**src/hw/bsa_pkg.sv**
```systemverilog
// Purpose: Shared constants and types for the board select, acknowledge and interrupt block
// Assumes: 20 MHz system clock, 32-bit processor address bus
// Notes: Counts are in system clock cycles
package bsa_pkg;

	localparam int CLK_HZ = 20000000;

	// Address regions: a hit is (addr & mask) == base
	localparam logic [31:0] DRAM_BASE = 32'h0000_0000;
	localparam logic [31:0] DRAM_MASK = 32'hfe00_0000;
	localparam logic [31:0] FLASH_BASE = 32'hffe0_0000;
	localparam logic [31:0] FLASH_MASK = 32'hfffc_0000;
	localparam logic [31:0] PERIPH_BASE = 32'h3000_0000;
	localparam logic [31:0] PERIPH_MASK = 32'hfff0_0000;
	localparam logic [31:0] ISA_BASE = 32'h4000_0000;
	localparam logic [31:0] ISA_MASK = 32'hfff0_0000;

	// Reset vector fetch size in bytes
	localparam int RESET_VEC_BYTES = 8;

	// Beat timing
	localparam logic [3:0] FLASH_WAIT = 4'h3;
	localparam logic [3:0] DRAM_FIRST_CLK = 4'h3;
	localparam logic [3:0] DRAM_NEXT_CLK = 4'h2;
	localparam logic [3:0] AVEC_CLK = 4'h2;
	localparam logic [1:0] BURST_LAST_BEAT = 2'h3;
	// Counter loads: acknowledge shows when the counter reaches zero
	localparam logic [3:0] FLASH_LOAD = FLASH_WAIT;
	localparam logic [3:0] DRAM_FIRST_LOAD = DRAM_FIRST_CLK - 4'h2;
	localparam logic [3:0] DRAM_NEXT_LOAD = DRAM_NEXT_CLK - 4'h1;
	localparam logic [3:0] AVEC_LOAD = AVEC_CLK - 4'h2;

	// Bus monitor
	localparam int BUS_TMO_CLK = 1024;
	localparam logic [10:0] BUS_TMO_LAST = 11'(BUS_TMO_CLK - 1);

	// Serial/timer peripheral
	localparam logic [7:0] PERIPH_VEC_FIRST = 8'hf0;
	localparam logic [7:0] PERIPH_VEC_LAST = 8'hff;
	localparam int PERIPH_VEC_COUNT = 16;
	localparam int PERIPH_CLK_DIV = 4;
	localparam logic [1:0] PERIPH_DIV_MSB_HALF = 2'h2;
	localparam int TIMER_CLK_HZ = 2457600;
	localparam logic [1:0] BAUD_TIMER_D = 2'h3;

	// Parallel port pin function: zero selects general purpose I/O
	localparam logic [7:0] PAR_PORT_FUNC = 8'h00;

	typedef struct packed {
		logic [2:0] level;
		logic [1:0] prio;
		logic autovec;
	} bsa_irq_cfg_t;

	localparam bsa_irq_cfg_t PERIPH_IRQ_CFG = '{level: 3'h4, prio: 2'h2, autovec: 1'b0};
	localparam bsa_irq_cfg_t UART1_IRQ_CFG = '{level: 3'h3, prio: 2'h2, autovec: 1'b1};
	localparam bsa_irq_cfg_t UART2_IRQ_CFG = '{level: 3'h3, prio: 2'h1, autovec: 1'b1};
	localparam bsa_irq_cfg_t I2C_IRQ_CFG = '{level: 3'h3, prio: 2'h0, autovec: 1'b1};

	typedef struct packed {
		logic flash;
		logic dram;
		logic periph;
		logic periph_in_a;
		logic isa;
		logic avec;
	} bsa_sel_t;

	typedef struct packed {
		bsa_irq_cfg_t periph;
		bsa_irq_cfg_t uart1;
		bsa_irq_cfg_t uart2;
		bsa_irq_cfg_t i2c;
	} bsa_irq_map_t;

	typedef enum logic [2:0] {
		ST_IDLE = 3'b001,
		ST_BEAT = 3'b010,
		ST_ERR = 3'b100
	} bsa_state_t;

endpackage

```
**src/hw/bsa_sync.sv**
```systemverilog
// Purpose: Two flip-flop synchroniser for a vector of pin inputs
// Assumes: Each bit is an independent level
// Notes: First stage feeds only the second stage
`timescale 1ns/1ns

module bsa_sync #(
	parameter int W = 1,
	parameter logic [W-1:0] RST_VAL = '0
) (
	input wire logic clk_i,
	input wire logic sys_rst_i,
	input wire logic clk_en_i,
	input wire logic [W-1:0] d_i,
	output logic [W-1:0] q_o
);

	typedef struct packed {
		logic [W-1:0] s1;
		logic [W-1:0] s2;
	} bsa_sync_st_t;

	bsa_sync_st_t st_r;
	bsa_sync_st_t st_nxt;

	always_comb begin
		st_nxt.s1 = d_i;
		st_nxt.s2 = st_r.s1;
	end

	always_ff @(posedge clk_i or posedge sys_rst_i) begin
		if (sys_rst_i) begin
			st_r <= '{s1: RST_VAL, s2: RST_VAL};
		end else if (clk_en_i) begin
			st_r <= st_nxt;
		end
	end

	assign q_o = st_r.s2;

endmodule

```
**src/hw/bsa_board_ctrl.sv**
```systemverilog
// Purpose: Address decode, boot alias, acknowledge generation and interrupt routing
// Assumes: Processor bus signals are on clk_i; pins from other boards are not
// Notes: The acknowledge pin is open drain; output enable is low while driving
`timescale 1ns/1ns

// Overview of operation
// Reset vectors fetched from first eight bytes
// Flash select answers everywhere until mask written
// After mask write: flash high, DRAM at zero
// Cycle opens on start, held until acknowledge
// Flash and DRAM acknowledged internally after waits
// Expansion boards only pull acknowledge low
// Flash acknowledged after three wait states
// DRAM bursts use 3,2,2,2 clock beats
// Flash select enables both byte lanes together
// Peripheral select decoded at 30000000
// Acknowledge select asserted during peripheral acknowledge
// Peripheral supplies vectors F0 through FF
// Eight ISA requests feed I0-I7, forwarded
// Peripheral requests at level 4, priority 2
// ISA space decoded at 40000000, 8/16-bit
// Peripheral clock is system clock over four
// UART channels level 3, priorities 2 and 1
// I2C module level 3, priority 0, autovector
// Parallel port pins all general purpose
// No acknowledge in 1024 clocks: transfer error
// ISA space reached through chip select 3
// One select at most; unmapped gets no acknowledge
module bsa_board_ctrl (
	input wire logic clk_i,
	input wire logic sys_rst_i,
	input wire logic clk_en_i,
	input wire logic [31:0] addr_i,
	input wire logic rnw_i,
	input wire logic transfer_start_n_i,
	input wire logic burst_i,
	input wire logic periph_in_a_cycle_i,
	input wire logic [2:0] periph_in_a_level_i,
	input wire logic select0_mask_wr_i,
	input wire logic transfer_ack_n_i,
	output logic transfer_ack_n_o,
	output logic transfer_ack_oe_n_o,
	output logic transfer_err_o,
	output logic autovec_o,
	output logic boot_flash_select_n_o,
	output logic flash_hi_en_n_o,
	output logic flash_lo_en_n_o,
	output logic dram_select_n_o,
	output logic periph_select_n_o,
	output logic periph_in_a_select_n_o,
	output logic periph_in_a_n_o,
	output logic isa_space_select_n_o,
	output logic periph_rnw_o,
	input wire logic [7:0] isa_irq_i,
	output logic [7:0] periph_irq_in_o,
	input wire logic periph_int_n_i,
	output logic periph_irq_line_n_o,
	output logic periph_clk_o,
	output logic [1:0] baud_timer_o,
	output logic [7:0] periph_vec_first_o,
	output logic [7:0] periph_vec_last_o,
	output bsa_pkg::bsa_irq_map_t irq_map_o,
	output logic [7:0] par_port_func_o,
	output logic boot_alias_o
);

	////////////////////////////////////////////////////////////////////////////////
	// Types and state

	typedef struct packed {
		bsa_pkg::bsa_state_t state;
		bsa_pkg::bsa_sel_t sel;
		logic rnw;
		logic [3:0] cnt;
		logic [1:0] beat;
		logic [10:0] tmo;
		logic boot_alias;
		logic [1:0] div;
		logic [1:0] own_ack;
	} bsa_ctrl_st_t;

	bsa_ctrl_st_t st_r;
	bsa_ctrl_st_t st_nxt;

	logic ext_ack_n_s;
	logic [7:0] isa_irq_s;
	logic periph_int_n_s;
	logic internal_sel;
	logic ack_int;
	logic ext_term;
	logic beat_done;
	logic more_beats;

	////////////////////////////////////////////////////////////////////////////////
	// Pin synchronisers

	bsa_sync #(
		.W(10),
		.RST_VAL(10'h201)
	) u_sync (
		.clk_i(clk_i),
		.sys_rst_i(sys_rst_i),
		.clk_en_i(clk_en_i),
		.d_i({transfer_ack_n_i, isa_irq_i, periph_int_n_i}),
		.q_o({ext_ack_n_s, isa_irq_s, periph_int_n_s})
	);

	////////////////////////////////////////////////////////////////////////////////
	// Decode

	function automatic logic region_hit(input logic [31:0] a, input logic [31:0] base,
			input logic [31:0] mask);
		region_hit = (a & mask) == base;
	endfunction

	// Priority chain keeps at most one select active
	function automatic bsa_pkg::bsa_sel_t decode(input logic [31:0] a, input logic alias_on,
			input logic periph_in_a, input logic [2:0] lvl);
		decode = '0;
		if (periph_in_a) begin
			if (lvl == bsa_pkg::PERIPH_IRQ_CFG.level) begin
				decode.periph_in_a = 1'b1;
			end else begin
				decode.avec = 1'b1;
			end
		end else if (alias_on) begin
			decode.flash = 1'b1;
		end else if (region_hit(a, bsa_pkg::FLASH_BASE, bsa_pkg::FLASH_MASK)) begin
			decode.flash = 1'b1;
		end else if (region_hit(a, bsa_pkg::DRAM_BASE, bsa_pkg::DRAM_MASK)) begin
			decode.dram = 1'b1;
		end else if (region_hit(a, bsa_pkg::PERIPH_BASE, bsa_pkg::PERIPH_MASK)) begin
			decode.periph = 1'b1;
		end else if (region_hit(a, bsa_pkg::ISA_BASE, bsa_pkg::ISA_MASK)) begin
			decode.isa = 1'b1;
		end
	endfunction

	function automatic logic [3:0] first_load(input bsa_pkg::bsa_sel_t s);
		if (s.flash) begin
			first_load = bsa_pkg::FLASH_LOAD;
		end else if (s.dram) begin
			first_load = bsa_pkg::DRAM_FIRST_LOAD;
		end else begin
			first_load = bsa_pkg::AVEC_LOAD;
		end
	endfunction

	////////////////////////////////////////////////////////////////////////////////
	// Termination

	// Flash, DRAM and autovector cycles end on the counter; the rest wait for the pin
	assign internal_sel = st_r.sel.flash | st_r.sel.dram | st_r.sel.avec;
	assign ack_int = (st_r.state == bsa_pkg::ST_BEAT) && internal_sel && (st_r.cnt == 4'h0);
	// Our own acknowledge comes back through the synchroniser two cycles later; ignore that echo
	assign ext_term = (st_r.state == bsa_pkg::ST_BEAT) && !internal_sel && !ext_ack_n_s &&
		!st_r.own_ack[1];
	assign beat_done = ack_int | ext_term;
	assign more_beats = st_r.sel.dram && burst_i && (st_r.beat != bsa_pkg::BURST_LAST_BEAT);

	////////////////////////////////////////////////////////////////////////////////
	// Next state

	always_comb begin
		st_nxt = st_r;
		st_nxt.div = st_r.div + 2'h1;
		st_nxt.own_ack = {st_r.own_ack[0], ack_int};
		if (select0_mask_wr_i) begin
			st_nxt.boot_alias = 1'b0;
		end
		case (st_r.state)
			bsa_pkg::ST_IDLE: begin
				if (!transfer_start_n_i) begin
					st_nxt.sel = decode(addr_i, st_r.boot_alias, periph_in_a_cycle_i, periph_in_a_level_i);
					st_nxt.rnw = rnw_i;
					st_nxt.cnt = first_load(st_nxt.sel);
					st_nxt.beat = 2'h0;
					st_nxt.tmo = 11'h000;
					st_nxt.state = bsa_pkg::ST_BEAT;
				end
			end
			bsa_pkg::ST_BEAT: begin
				if (beat_done) begin
					st_nxt.tmo = 11'h000;
					if (more_beats) begin
						st_nxt.beat = st_r.beat + 2'h1;
						st_nxt.cnt = bsa_pkg::DRAM_NEXT_LOAD;
					end else begin
						st_nxt.sel = '0;
						st_nxt.state = bsa_pkg::ST_IDLE;
					end
				end else if (st_r.tmo == bsa_pkg::BUS_TMO_LAST) begin
					st_nxt.sel = '0;
					st_nxt.state = bsa_pkg::ST_ERR;
				end else begin
					st_nxt.tmo = st_r.tmo + 11'h001;
					if (st_r.cnt != 4'h0) begin
						st_nxt.cnt = st_r.cnt - 4'h1;
					end
				end
			end
			bsa_pkg::ST_ERR: begin
				st_nxt.state = bsa_pkg::ST_IDLE;
			end
			default: begin
				st_nxt.state = bsa_pkg::ST_IDLE;
				st_nxt.sel = '0;
			end
		endcase
	end

	always_ff @(posedge clk_i or posedge sys_rst_i) begin
		if (sys_rst_i) begin
			st_r.state <= bsa_pkg::ST_IDLE;
			st_r.sel <= '0;
			st_r.rnw <= 1'b1;
			st_r.cnt <= 4'h0;
			st_r.beat <= 2'h0;
			st_r.tmo <= 11'h000;
			st_r.boot_alias <= 1'b1;
			st_r.div <= 2'h0;
			st_r.own_ack <= 2'h0;
		end else if (clk_en_i) begin
			st_r <= st_nxt;
		end
	end

	////////////////////////////////////////////////////////////////////////////////
	// Bus outputs

	// Open drain acknowledge: drive low only, pull-up gives the idle level
	assign transfer_ack_n_o = 1'b0;
	assign transfer_ack_oe_n_o = !ack_int;
	assign transfer_err_o = (st_r.state == bsa_pkg::ST_ERR);
	assign autovec_o = ack_int && st_r.sel.avec;

	assign boot_flash_select_n_o = !st_r.sel.flash;
	assign flash_hi_en_n_o = !st_r.sel.flash;
	assign flash_lo_en_n_o = !st_r.sel.flash;
	assign dram_select_n_o = !st_r.sel.dram;
	assign periph_select_n_o = !st_r.sel.periph;
	assign periph_in_a_select_n_o = !st_r.sel.periph_in_a;
	assign periph_in_a_n_o = !st_r.sel.periph_in_a;
	assign isa_space_select_n_o = !st_r.sel.isa;
	assign periph_rnw_o = st_r.rnw;
	assign boot_alias_o = st_r.boot_alias;

	////////////////////////////////////////////////////////////////////////////////
	// Interrupt routing and peripheral setup

	assign periph_irq_in_o = isa_irq_s;
	assign periph_irq_line_n_o = periph_int_n_s;
	assign periph_clk_o = st_r.div[1];
	assign baud_timer_o = bsa_pkg::BAUD_TIMER_D;
	assign periph_vec_first_o = bsa_pkg::PERIPH_VEC_FIRST;
	assign periph_vec_last_o = bsa_pkg::PERIPH_VEC_LAST;
	assign irq_map_o.periph = bsa_pkg::PERIPH_IRQ_CFG;
	assign irq_map_o.uart1 = bsa_pkg::UART1_IRQ_CFG;
	assign irq_map_o.uart2 = bsa_pkg::UART2_IRQ_CFG;
	assign irq_map_o.i2c = bsa_pkg::I2C_IRQ_CFG;
	assign par_port_func_o = bsa_pkg::PAR_PORT_FUNC;

endmodule

```
**config.mk**
```make
export PLATFORM = sky130hd
export DESIGN_NAME = bsa_board_ctrl
export DESIGN_NICKNAME = d
export VERILOG_FILES = /design/src/hw/bsa_pkg.sv /design/src/hw/bsa_sync.sv /design/src/hw/bsa_board_ctrl.sv
export SDC_FILE = /design/constraint.sdc
export NUM_CORES = 1
export LEC_CHECK = 0
export BUFFER_PORTS_ARGS = -buffer_cell sky130_fd_sc_hd__buf_2
export CORE_MARGIN = 2
export CORE_UTILIZATION = 45
export CTS_CLUSTER_DIAMETER = 60
export DETAILED_ROUTE_END_ITERATION = 8
export GPL_ROUTABILITY_DRIVEN = 1
export PLACE_DENSITY = 0.75
export SLEW_MARGIN = 20
export SYNTH_ARGS = -nofsm -noshare
export SYNTH_HDL_FRONTEND = slang
export SYNTH_SLANG_ARGS = --single-unit
export TNS_END_PERCENT = 50
```
**constraint.sdc**
```tcl
create_clock -name clk_i -period 2.9 [get_ports clk_i]
set_input_delay 0.29 -clock clk_i [delete_from_list [all_inputs] [get_ports clk_i]]
set_output_delay 0.29 -clock clk_i [all_outputs]
set_load 0.005 [all_outputs]
```
==> results by group, run 1 <==
Outcome
  – Status: completed

Clock network
  – Post-CTS sizing: 0
  – # H-tree levels: 2
  – CTS Hold Bufs: 0
  – Post-CTS Setup Inserts: 0
  – Worst-Skew Late Latency: 0.31 ns
  – # clock sinks: 52
  – Clk slew on worst S/H paths: 0.09 ns
  – Root Buffer: clkbuf_8
  – TritonCTS buffer count: 5
  – CTS tree: done
  – CTS max path bufs: 2

Die
  – Die width: 85.47 µm
  – Die area: 7304 µm²
  – I/O pin cnt: 127
  – Die height: 85.47 µm
  – Initial core utilization: 46.77%
  – Core box area: 6386 µm²
  – # rows: 29

Synthesis
  – Post-synthesis sequential area ratio: 43.86%
  – Synth top area share: 37.70%
  – Yosys top cell by area: dfrtp_1
  – Most common cell in the netlist: buf_4
  – Fraction of registers with async set/reset: 100.0%
  – Yosys reg bits: 52
  – Post-synthesis cell area: 2987 µm²
  – Synth cell types: 52
  – Top FF cell, synth: dfrtp_1
  – Post-synth EDFFs: 0
  – Top cells by count, synth: 54 x buf_4, 45 x dfrtp_1, 28 x mux2_2, 18 x nor2_1, 17 x nand2_1
  – Synth top area cells: dfrtp_1 38%, buf_4 14%, mux2_2 11%
  – Syn avg cell area: 10.55 µm²
  – Mapped Cells: 283
  – Total number of yosys warnings: 0

Pwr
  – P_leak: 1.556 nW
  – Switching Power: 0.6475 mW
  – Pint: 1.354 mW
  – Switching fraction of total power: 32.35%
  – Clk pwr share: 25.2%
  – Tot Pwr: 2.002 mW
  – Comb pwr share: 28.4%
  – Pwr per Cell Area: 614.1 nW/µm²
  – Register share of total power: 46.4%
  – Max IR drop VDD: 407.9 µV

Placement
  – Dpl ws: 0.4610 ns
  – Placed Cells: 410
  – DP HPWL: 3928 µm
  – Port-buffer cells: 57
  – Gpl congestion: 0.8081

Route
  – First DRT Iteration DRCs: 103
  – DRC: 0
  – Routed WL: 5217 µm
  – Wirelength per Cell: 12.48 µm
  – Met1 wire length: 2250 µm
  – TritonRoute pass-1 iters: 4
  – Met2 routed WL: 2474 µm
  – Max layer used: met4
  – Vias: 2,093
  – Routed vias/inst: 5.007
  – Final antenna-violating net count: 0
  – WL met3: 414 µm

Timing
  – Worst-Margin Slew: 0.8485 ns
  – Tcrit/Tclk final: 86.70%
  – Worst rel slew slack: 43.37%
  – Final Slew Violations: 0
  – RSZ-0062 raised after global routing: false
  – TNS Setup: 0 ns
  – Clock skew: 0.01007 ns
  – F_max: 397.7 MHz
  – Hold_ws: 0.1174 ns
  – Hold Fails Final Rpt: 0
  – Setup violators final: 0
  – Fin crit period: 2.514 ns
  – Post-route worst setup slack: 0.3856 ns

Worst setup path
  – Critical path type: reg -> reg
  – Reg-to-reg startpoint: st_r[18]
  – Worst reg2reg path depth: 7
  – Crit-path max FO: 11
  – Crit path largest cell delay: 0.41 ns
  – Crit-path cells: inv_1, ha_1, nor3b_1, mux2i_1, and2_2, a211oi_4, mux2_2
  – Critical path capture point type: flip-flop
  – Worst r2r dst: st_r[23]
  – Worst R2R Setup Slack: 0.39 ns
  – CP max-delay cell: a211oi_4
  – Worst Setup Start Kind: flip-flop
  – CP Data Arrival Time: 2.71 ns
  – CP top delay family: simple AND/OR/NAND/NOR gates
  – WP buf/inv: 1
  – Req. time, crit path: 3.10 ns

Global routing
  – Global-route wire length before repair: 8728 µm
  – Largest net degree at the start of global routing: 53
  – Vias in the first global route: 2,009
  – Gr ovfl total: 0
  – Tot GR Track Use: 14.85%
  – Initial antenna violation count: 0

Layout
  – FF+latch area: 1310 µm²
  – Multi-input logic area: 1373 µm²
  – Filler cells: 606
  – Syn-to-layout area delta: 9.133%
  – Final net count: 396
  – # diodes: 0
  – Final Non-Filler Cells: 418
  – Share of layout cells above drive strength 1: 33.72%

Run
  – MaxCap Viol Count: 0

Min path
  – HP Class: in -> async
area by class of cell:
cell class                      instances  area share (%)
Multi-Input combinational cell        207           42.11
Inverter                               13           1.536
Tap cell                               77           2.956
Clock buffer                            5           2.111
Clock inverter                          3           1.420
Timing Repair Buffer                   61           9.674
Sequential cell                        52           40.19
worst max path at each step:
stage	start	slack [ns]	endpoint	cells after the start
floorplan	st_r[18]	0.79	st_r[31]	8
global placement	st_r[18]	0.53	st_r[27]	7
detailed placement	st_r[18]	0.46	st_r[23]	7
CTS	st_r[18]	0.45	st_r[23]	7
global route	st_r[18]	0.28	st_r[23]	7
finish	st_r[18]	0.39	st_r[23]	7
state kept, by name, indices dropped and copies added (netlist names):
register	count
u_sync.q_o	10
st_nxt	1
u_sync.st_nxt	10
periph_clk_o	1
boot_alias_o	1
periph_rnw_o	1
st_r	28
layer usage:
layer | up-vias | GRT usage, %
li1 | 987 | -
met3 | 5 | 4.864
met2 | 89 | 25.14
met5 | - | 0
met1 | 1012 | 17.51
met4 | 0 | 5.628
cells by family (layout without fill, tap and decap cells):
| family | count (synthesis) | in the layout | synth area share, % |
|---|---|---|---|
| mux | 34 | 34 | 12.57 |
| simple gates | 84 | 84 | 16.34 |
| other cells | 2 | 51 | 0.2515 |
| fa+ha+maj | 3 | 3 | 1.257 |
| xor+xnor | 10 | 10 | 2.933 |
| compound gates | 25 | 25 | 6.452 |
| flops | 52 | 52 | 43.86 |
| buf+inv | 73 | 82 | 16.34 |
metrics by stage:
stage | area, µm² | util [%]
floorplan | 3171 | -
global placement | 3143 | 49.22
detailed placement | 3143 | 49.22
CTS | 3258 | 51.02
global route | 3259 | 51.04
finish | 3259 | 51.04
placed cells by master, fill, tap and decap left out, types with 6 or more instances in the layout:
master	count
buf_2	57
conb_1	51
dfrtp_1	45
dfstp_2	7
inv_1	12
mux2_2	28
mux2i_1	6
nand2_1	17
nand3_1	6
nor2_1	18
xnor2_1	9
worst register-to-register path, cell delays in order, from the launching register on:
cell and delay, ns:
dfrtp_1 0.39, inv_1 0.10, ha_1 0.19, nor3b_1 0.38, mux2i_1 0.22, and2_2 0.34, a211oi_4 0.41, mux2_2 0.39
power groups by stage:
stage | Clock (mW) | Sequential [mW] | Combinational (mW)
floorplan | 0 | 0.926 | 0.463
global placement | 0 | 0.934 | 0.544
detailed placement | 0 | 0.941 | 0.563
CTS | 0.518 | 0.929 | 0.566
global route | 0.546 | 0.946 | 0.634
finish | 0.504 | 0.929 | 0.568
No activity file was read; power rests on OpenSTA's default activity.
==> run 2: changes to the inputs <==
Settings changed: CORE_UTILIZATION 45 to 35, PLACE_DENSITY 0.75 to 0.61.
Clock period 2.9 ns to 3 ns, I/O delays scaled along.
==> run 2 against run 1 <==
Via count down 2.9%; worst hold slack worse by 0.0013 ns; sequential power shrank 3.4%; core utilization fell by 11 points.
==> results by group, run 2 (synthesized netlist as in run 1, its figures left out) <==
Outcome
  – Status: completed

Clock network
  – # clock sinks: 52 (unchanged)
  – Worst-Skew Late Latency: 0.32 ns (about the same)
  – CTS max path bufs: 2 (unchanged)
  – CTS tree: done
  – Root Buffer: clkbuf_8
  – CTS Hold Bufs: 0 (unchanged)
  – TritonCTS buffer count: 5 (unchanged)
  – Post-CTS sizing: 0 (unchanged)
  – # H-tree levels: 2 (unchanged)
  – Clk slew on worst S/H paths: 0.11 ns (+0.02 ns)
  – Post-CTS Setup Inserts: 0 (unchanged)

Worst setup path
  – Critical path capture point type: flip-flop
  – Crit-path max FO: 11 (unchanged)
  – Req. time, crit path: 3.22 ns (+0.12 ns)
  – CP Data Arrival Time: 2.70 ns (about the same)
  – Reg-to-reg startpoint: st_r[18]
  – Worst reg2reg path depth: 7 (unchanged)
  – Worst Setup Start Kind: flip-flop
  – Worst Setup SP: st_r[18]
  – Critical path type: reg -> reg

Placement
  – DP HPWL: 3926 µm (about the same)
  – Port-buffer cells: 57 (unchanged)
  – Gpl congestion: 0.7833 (-3.1%)
  – Placed Cells: 439 (+7.1%)

Die
  – Die width: 96.38 µm (+13%)
  – Core box area: 8258 µm² (+29%)
  – # rows: 33 (+14%)
  – I/O pin cnt: 127 (unchanged)
  – Die area: 9288 µm² (+27%)
  – Initial core utilization: 36.17% (-11 points)
  – Die height: 96.38 µm (+13%)

Route
  – Routed WL: 5285 µm (+1.3%)
  – DRC: 0 (unchanged)
  – TritonRoute pass-1 iters: 6 (+2)
  – Wirelength per Cell: 11.82 µm (-5.3%)
  – Routed vias/inst: 4.546 (-9.2%)
  – First DRT Iteration DRCs: 98 (-4.9%)
  – Vias: 2,032 (-2.9%)
  – Final antenna-violating net count: 0 (unchanged)

Timing
  – F_max: 402.9 MHz (+1.3%)
  – Setup violators final: 0 (unchanged)
  – Final Slew Violations: 0 (unchanged)
  – Worst-Margin Slew: 0.8641 ns (+0.01568 ns)
  – RSZ-0062 raised after global routing: false
  – Tcrit/Tclk final: 82.73% (-4.0 points)
  – Hold Fails Final Rpt: 0 (unchanged)
  – Fin crit period: 2.482 ns (-0.03250 ns)
  – Clock skew: 0.01150 ns (+0.001428 ns)
  – Worst rel slew slack: 42.32% (-1.0 points)
  – TNS Setup: 0 ns (unchanged)

Global routing
  – Gr ovfl total: 0 (unchanged)
  – Initial antenna violation count: 0 (unchanged)
  – Tot GR Track Use: 12.58% (-2.3 points)
  – Global-route wire length before repair: 9004 µm (+3.2%)
  – Vias in the first global route: 1,963 (-2.3%)
  – Largest net degree at the start of global routing: 53 (unchanged)

Pwr
  – Register share of total power: 47.6% (+1.2 points)
  – Comb pwr share: 29.2% (+0.8 points)
  – Switching fraction of total power: 34.20% (+1.8 points)
  – P_leak: 1.558 nW (+0.13%)
  – Pwr per Cell Area: 572.2 nW/µm² (-6.8%)
  – Pint: 1.239 mW (-8.5%)
  – Max IR drop VDD: 230.1 µV (-44%)
  – Switching Power: 0.6437 mW (-0.60%)
  – Clk pwr share: 23.1% (-2.1 points)

Layout
  – Most frequent cells in the layout: 57 x buf_2, 51 x conb_1, 45 x dfrtp_1
  – Syn-to-layout area delta: 10.14%
  – Final net count: 397 (+0.25%)
  – Share of layout cells above drive strength 1: 33.92% (+0.19 points)
  – FF+latch area: 1310 µm² (unchanged)
  – Final Non-Filler Cells: 447 (+6.9%)
  – Filler cells: 834 (+38%)
  – Max FFs per register: 28 (unchanged)
  – Multi-input logic area: 1373 µm² (unchanged)
  – Reg with most FFs: st_r
  – # diodes: 0 (unchanged)
  – Most common cell after layout, fill and taps aside: buf_2

Min path
  – HP Class: in -> async

Run
  – MaxCap Viol Count: 0 (unchanged)
-- run 2: path summary, 6_finish.rpt --
path | to | slack, ns
setup / recovery | st_r[27] | 0.52
hold / removal | u_sync.q_o[2] | 0.12
setup reg to reg | st_r[27] | 0.52
hold reg to reg | periph_clk_o | 0.48
max in group asynchronous | st_r[20] | 2.37
min in group clk_i | boot_alias_o | 0.12
-- run 2: final cells by class --
class	count	share of cell area (%)
clock buffer	5	2.092
inverter	13	1.521
timing repair buffer	62	9.814
clock inverter	3	1.027
tap	105	3.994
sequential	52	39.83
multi-input combinational	207	41.73
-- run 2: stage by stage --
step	instance area (µm²)	hold slack (ns)	utilization, %	power (mW)	setup slack [ns]
3_3_place_gp	3186	0.4554	38.58	1.445	0.5746
2_1_floorplan	3171	0.3704	-	1.343	0.8876
6_report	3289	0.1161	39.83	1.882	0.5181
4_1_cts	3288	0.1031	39.82	1.903	0.5217
3_5_place_dp	3186	0.4587	38.58	1.459	0.5547
5_1_grt	3289	0.1265	39.83	2.026	0.3299
-- run 2: power by group through the flow --
stage	sequential (mW)	clock [mW]	combinational, mW
CTS	0.897	0.454	0.552
finish	0.897	0.435	0.550
detailed placement	0.908	0	0.551
global route	0.914	0.480	0.632
global placement	0.904	0	0.541
floorplan	0.895	0	0.448
-- run 2: worst max-delay path, cell delays in order (launching register included) --
cell,delay (ns)
dfrtp_1,0.40
inv_1,0.10
ha_1,0.19
nor3b_1,0.34
mux2i_1,0.22
and2_2,0.33
a211oi_4,0.41
mux2_2,0.38
-- run 2: layer usage --
layer / vias up / wire, µm / track usage (%)
li1: 991 / - / -
met1: 960 / 2354 / 15.19
met2: 73 / 2470 / 21.24
met3: 8 / 360 / 3.103
met4: 0 / 100 / 5.634
met5: - / 0 / 0
==> run 3: changes to the inputs <==
Clock period 3 ns to 2.51 ns, I/O delays scaled along.
==> run 3 against run 2 <==
Worst hold slack worse by 0.037 ns; sequential power up 19%; non-clock buffer count grew 4; setup slack got worse by 0.31 ns; via count increased by 2.3%; critical path type unchanged; die area stayed put; fmax grew 7.9%; design area grew 1.0%; count of clock-buffer cells in the layout did not move; cell count is 0.89% higher; sequential share of layout area decreased by 0.40 points; clock power grew 18%.
==> results by group, run 3 (synthesized netlist as in run 1, its figures left out) <==
Clock network
  – Post-CTS Setup Inserts: 0 (unchanged)
  – # clock sinks: 52 (unchanged)
  – Root Buffer: clkbuf_8
  – Clk slew on worst S/H paths: 0.11 ns (about the same)
  – Worst-Skew Late Latency: 0.31 ns (about the same)
  – # H-tree levels: 2 (unchanged)
  – CTS tree: done
  – CTS Hold Bufs: 0 (unchanged)
  – CTS max path bufs: 2 (unchanged)
  – TritonCTS buffer count: 5 (unchanged)

Layout
  – Max FFs per register: 28 (unchanged)
  – Most common cell after layout, fill and taps aside: buf_2
  – Multi-input logic area: 1378 µm² (+0.36%)
  – Final Non-Filler Cells: 451 (+0.89%)
  – FF+latch area: 1310 µm² (unchanged)
  – Most frequent cells in the layout: 57 x buf_2, 51 x conb_1, 45 x dfrtp_1
  – Share of layout cells above drive strength 1: 34.97% (+1.1 points)
  – Syn-to-layout area delta: 11.27%
  – Final Util: 40.24% (+0.41 points)
  – # diodes: 0 (unchanged)
  – Final net count: 401 (+1.0%)
  – Reg with most FFs: st_r
  – Filler cells: 826 (-0.96%)

Timing
  – Tcrit/Tclk final: 91.67% (+8.9 points)
  – Clock skew: 0.01072 ns (-0.0007806 ns)
  – Hold_ws: 0.07861 ns (-0.03746 ns)
  – Worst rel slew slack: 56.89% (+15 points)
  – Worst-Margin Slew: 0.6466 ns (-0.2175 ns)
  – Fin crit period: 2.301 ns (-0.1809 ns)
  – F_max: 434.6 MHz (+7.9%)
  – RSZ-0062 raised after global routing: false
  – Setup violators final: 0 (unchanged)
  – Final Slew Violations: 0 (unchanged)
  – TNS Setup: 0 ns (unchanged)
  – Hold Fails Final Rpt: 0 (unchanged)

Die
  – Initial core utilization: 36.17% (unchanged)
  – Die width: 96.38 µm (unchanged)
  – I/O pin cnt: 127 (unchanged)
  – Die area: 9288 µm² (unchanged)
  – Core box area: 8258 µm² (unchanged)
  – # rows: 33 (unchanged)
  – Die height: 96.38 µm (unchanged)

Pwr
  – P_leak: 1.580 nW (+1.4%)
  – Pwr per Cell Area: 694.9 nW/µm² (+21%)
  – Max IR drop VDD: 330.4 µV (+44%)
  – Tot Pwr: 2.309 mW (+23%)

Worst setup path
  – Crit path to: st_r[27]
  – CP max-delay cell: dfrtp_1
  – Reg-to-reg startpoint: st_r[18]
  – Req. time, crit path: 2.72 ns (-0.50 ns)
  – Crit-path cells: inv_1, ha_1, nor3b_2, mux2i_1, and2_2, a211oi_4, mux2_2
  – Critical path capture point type: flip-flop
  – Worst reg2reg path depth: 7 (unchanged)
  – Worst Setup SP: st_r[18]
  – Worst r2r dst: st_r[27]
  – Crit-path max FO: 11 (unchanged)
  – CP Data Arrival Time: 2.51 ns (-0.19 ns)
  – Worst R2R Setup Slack: 0.21 ns (-0.31 ns)
  – Worst Setup Start Kind: flip-flop
  – Critical path type: reg -> reg
  – Crit path largest cell delay: 0.40 ns (about the same)

Min path
  – Hold Startpoint: select0_mask_wr_i
  – HP Class: in -> reg

Route
  – Vias: 2,079 (+2.3%)
  – First DRT Iteration DRCs: 64 (-35%)
  – Routed WL: 5336 µm (+0.96%)
  – Final antenna-violating net count: 0 (unchanged)
  – TritonRoute pass-1 iters: 4 (-2)
  – Wirelength per Cell: 11.83 µm (about the same)
  – Routed vias/inst: 4.610 (+1.4%)
  – DRC: 0 (unchanged)

Global routing
  – Global-route wire length before repair: 8852 µm (-1.7%)
  – Tot GR Track Use: 12.11% (-0.47 points)
  – Vias in the first global route: 1,963 (unchanged)
  – Gr ovfl total: 0 (unchanged)
  – Largest net degree at the start of global routing: 53 (unchanged)
  – Initial antenna violation count: 0 (unchanged)

Placement
  – Gpl congestion: 0.7922 (+1.1%)
  – DP HPWL: 4007 µm (+2.1%)
  – Port-buffer cells: 57 (unchanged)
  – Placed Cells: 443 (+0.91%)

Run
  – MaxCap Viol Count: 0 (unchanged)

Outcome
  – Status: completed
==> run 3: cell types whose count changed in the layout (fill, tap and decap cells not counted) <==
cell,before,now
buf_4,5,9
clkinv_2,1,0
inv_2,0,1
nor3b_1,5,4
nor3b_2,1,2
==> run 3: layout make-up <==
| cell class | instances | area share (%) |
|---|---|---|
| Multi-Input combinational cell | 207 | 41.45 |
| Tap cell | 105 | 3.953 |
| Sequential cell | 52 | 39.42 |
| Inverter | 13 | 1.468 |
| Timing Repair Buffer | 66 | 10.62 |
| Clock inverter | 3 | 1.017 |
| Clock buffer | 5 | 2.071 |
==> run 3: routing by layer <==
metal | wire, µm | global-route usage (%) | part of all wire, %
met1 | 2444 | 15.94 | 46
met2 | 2514 | 19.62 | 47
met3 | 328 | 3.413 | 6.1
met4 | 49 | 3.286 | 0.92
met5 | 0 | 0 | 0
==> run 3: critical path, delay by kind of cell (launching register included) <==
family	cells	cell delay, ns
buffers and inverters	1	0.10
muxes	2	0.56
adders and majority gates	1	0.19
DFF	1	0.40
and+or+nand+nor	2	0.55
AOI/OAI and AO/OA	1	0.39
==> run 3: worst min-delay path by stage <==
| stage | to | slack, ns | depth (start not counted) |
|---|---|---|---|
| after global placement | boot_alias_o | 0.41 | 2 |
| after floorplan | boot_alias_o | 0.32 | 1 |
| after detailed placement | boot_alias_o | 0.41 | 2 |
| after global routing | boot_alias_o | 0.09 | 2 |
| after CTS | boot_alias_o | 0.07 | 2 |
| final | boot_alias_o | 0.08 | 2 |
==> run 3: stage by stage <==
step / setup slack (ns) / area, µm²
2_1_floorplan: 0.3976 / 3171
3_3_place_gp: 0.2258 / 3216
3_5_place_dp: 0.1942 / 3216
4_1_cts: 0.1686 / 3318
5_1_grt: 0.04240 / 3323
6_report: 0.2090 / 3323
==> run 3: timing repair <==
action	in CTS	in global routing
resized for setup	0	1
endpoints found under the setup margin	0	3
hold endpoints to repair	0	0
==> run 3: power by group <==
| group | total [mW] | switching (mW) | internal (mW) |
|---|---|---|---|
| Clock | 0.512 | 0.302 | 0.210 |
| Combinational | 0.723 | 0.389 | 0.334 |
| Sequential | 1.07 | 0.0945 | 0.980 |
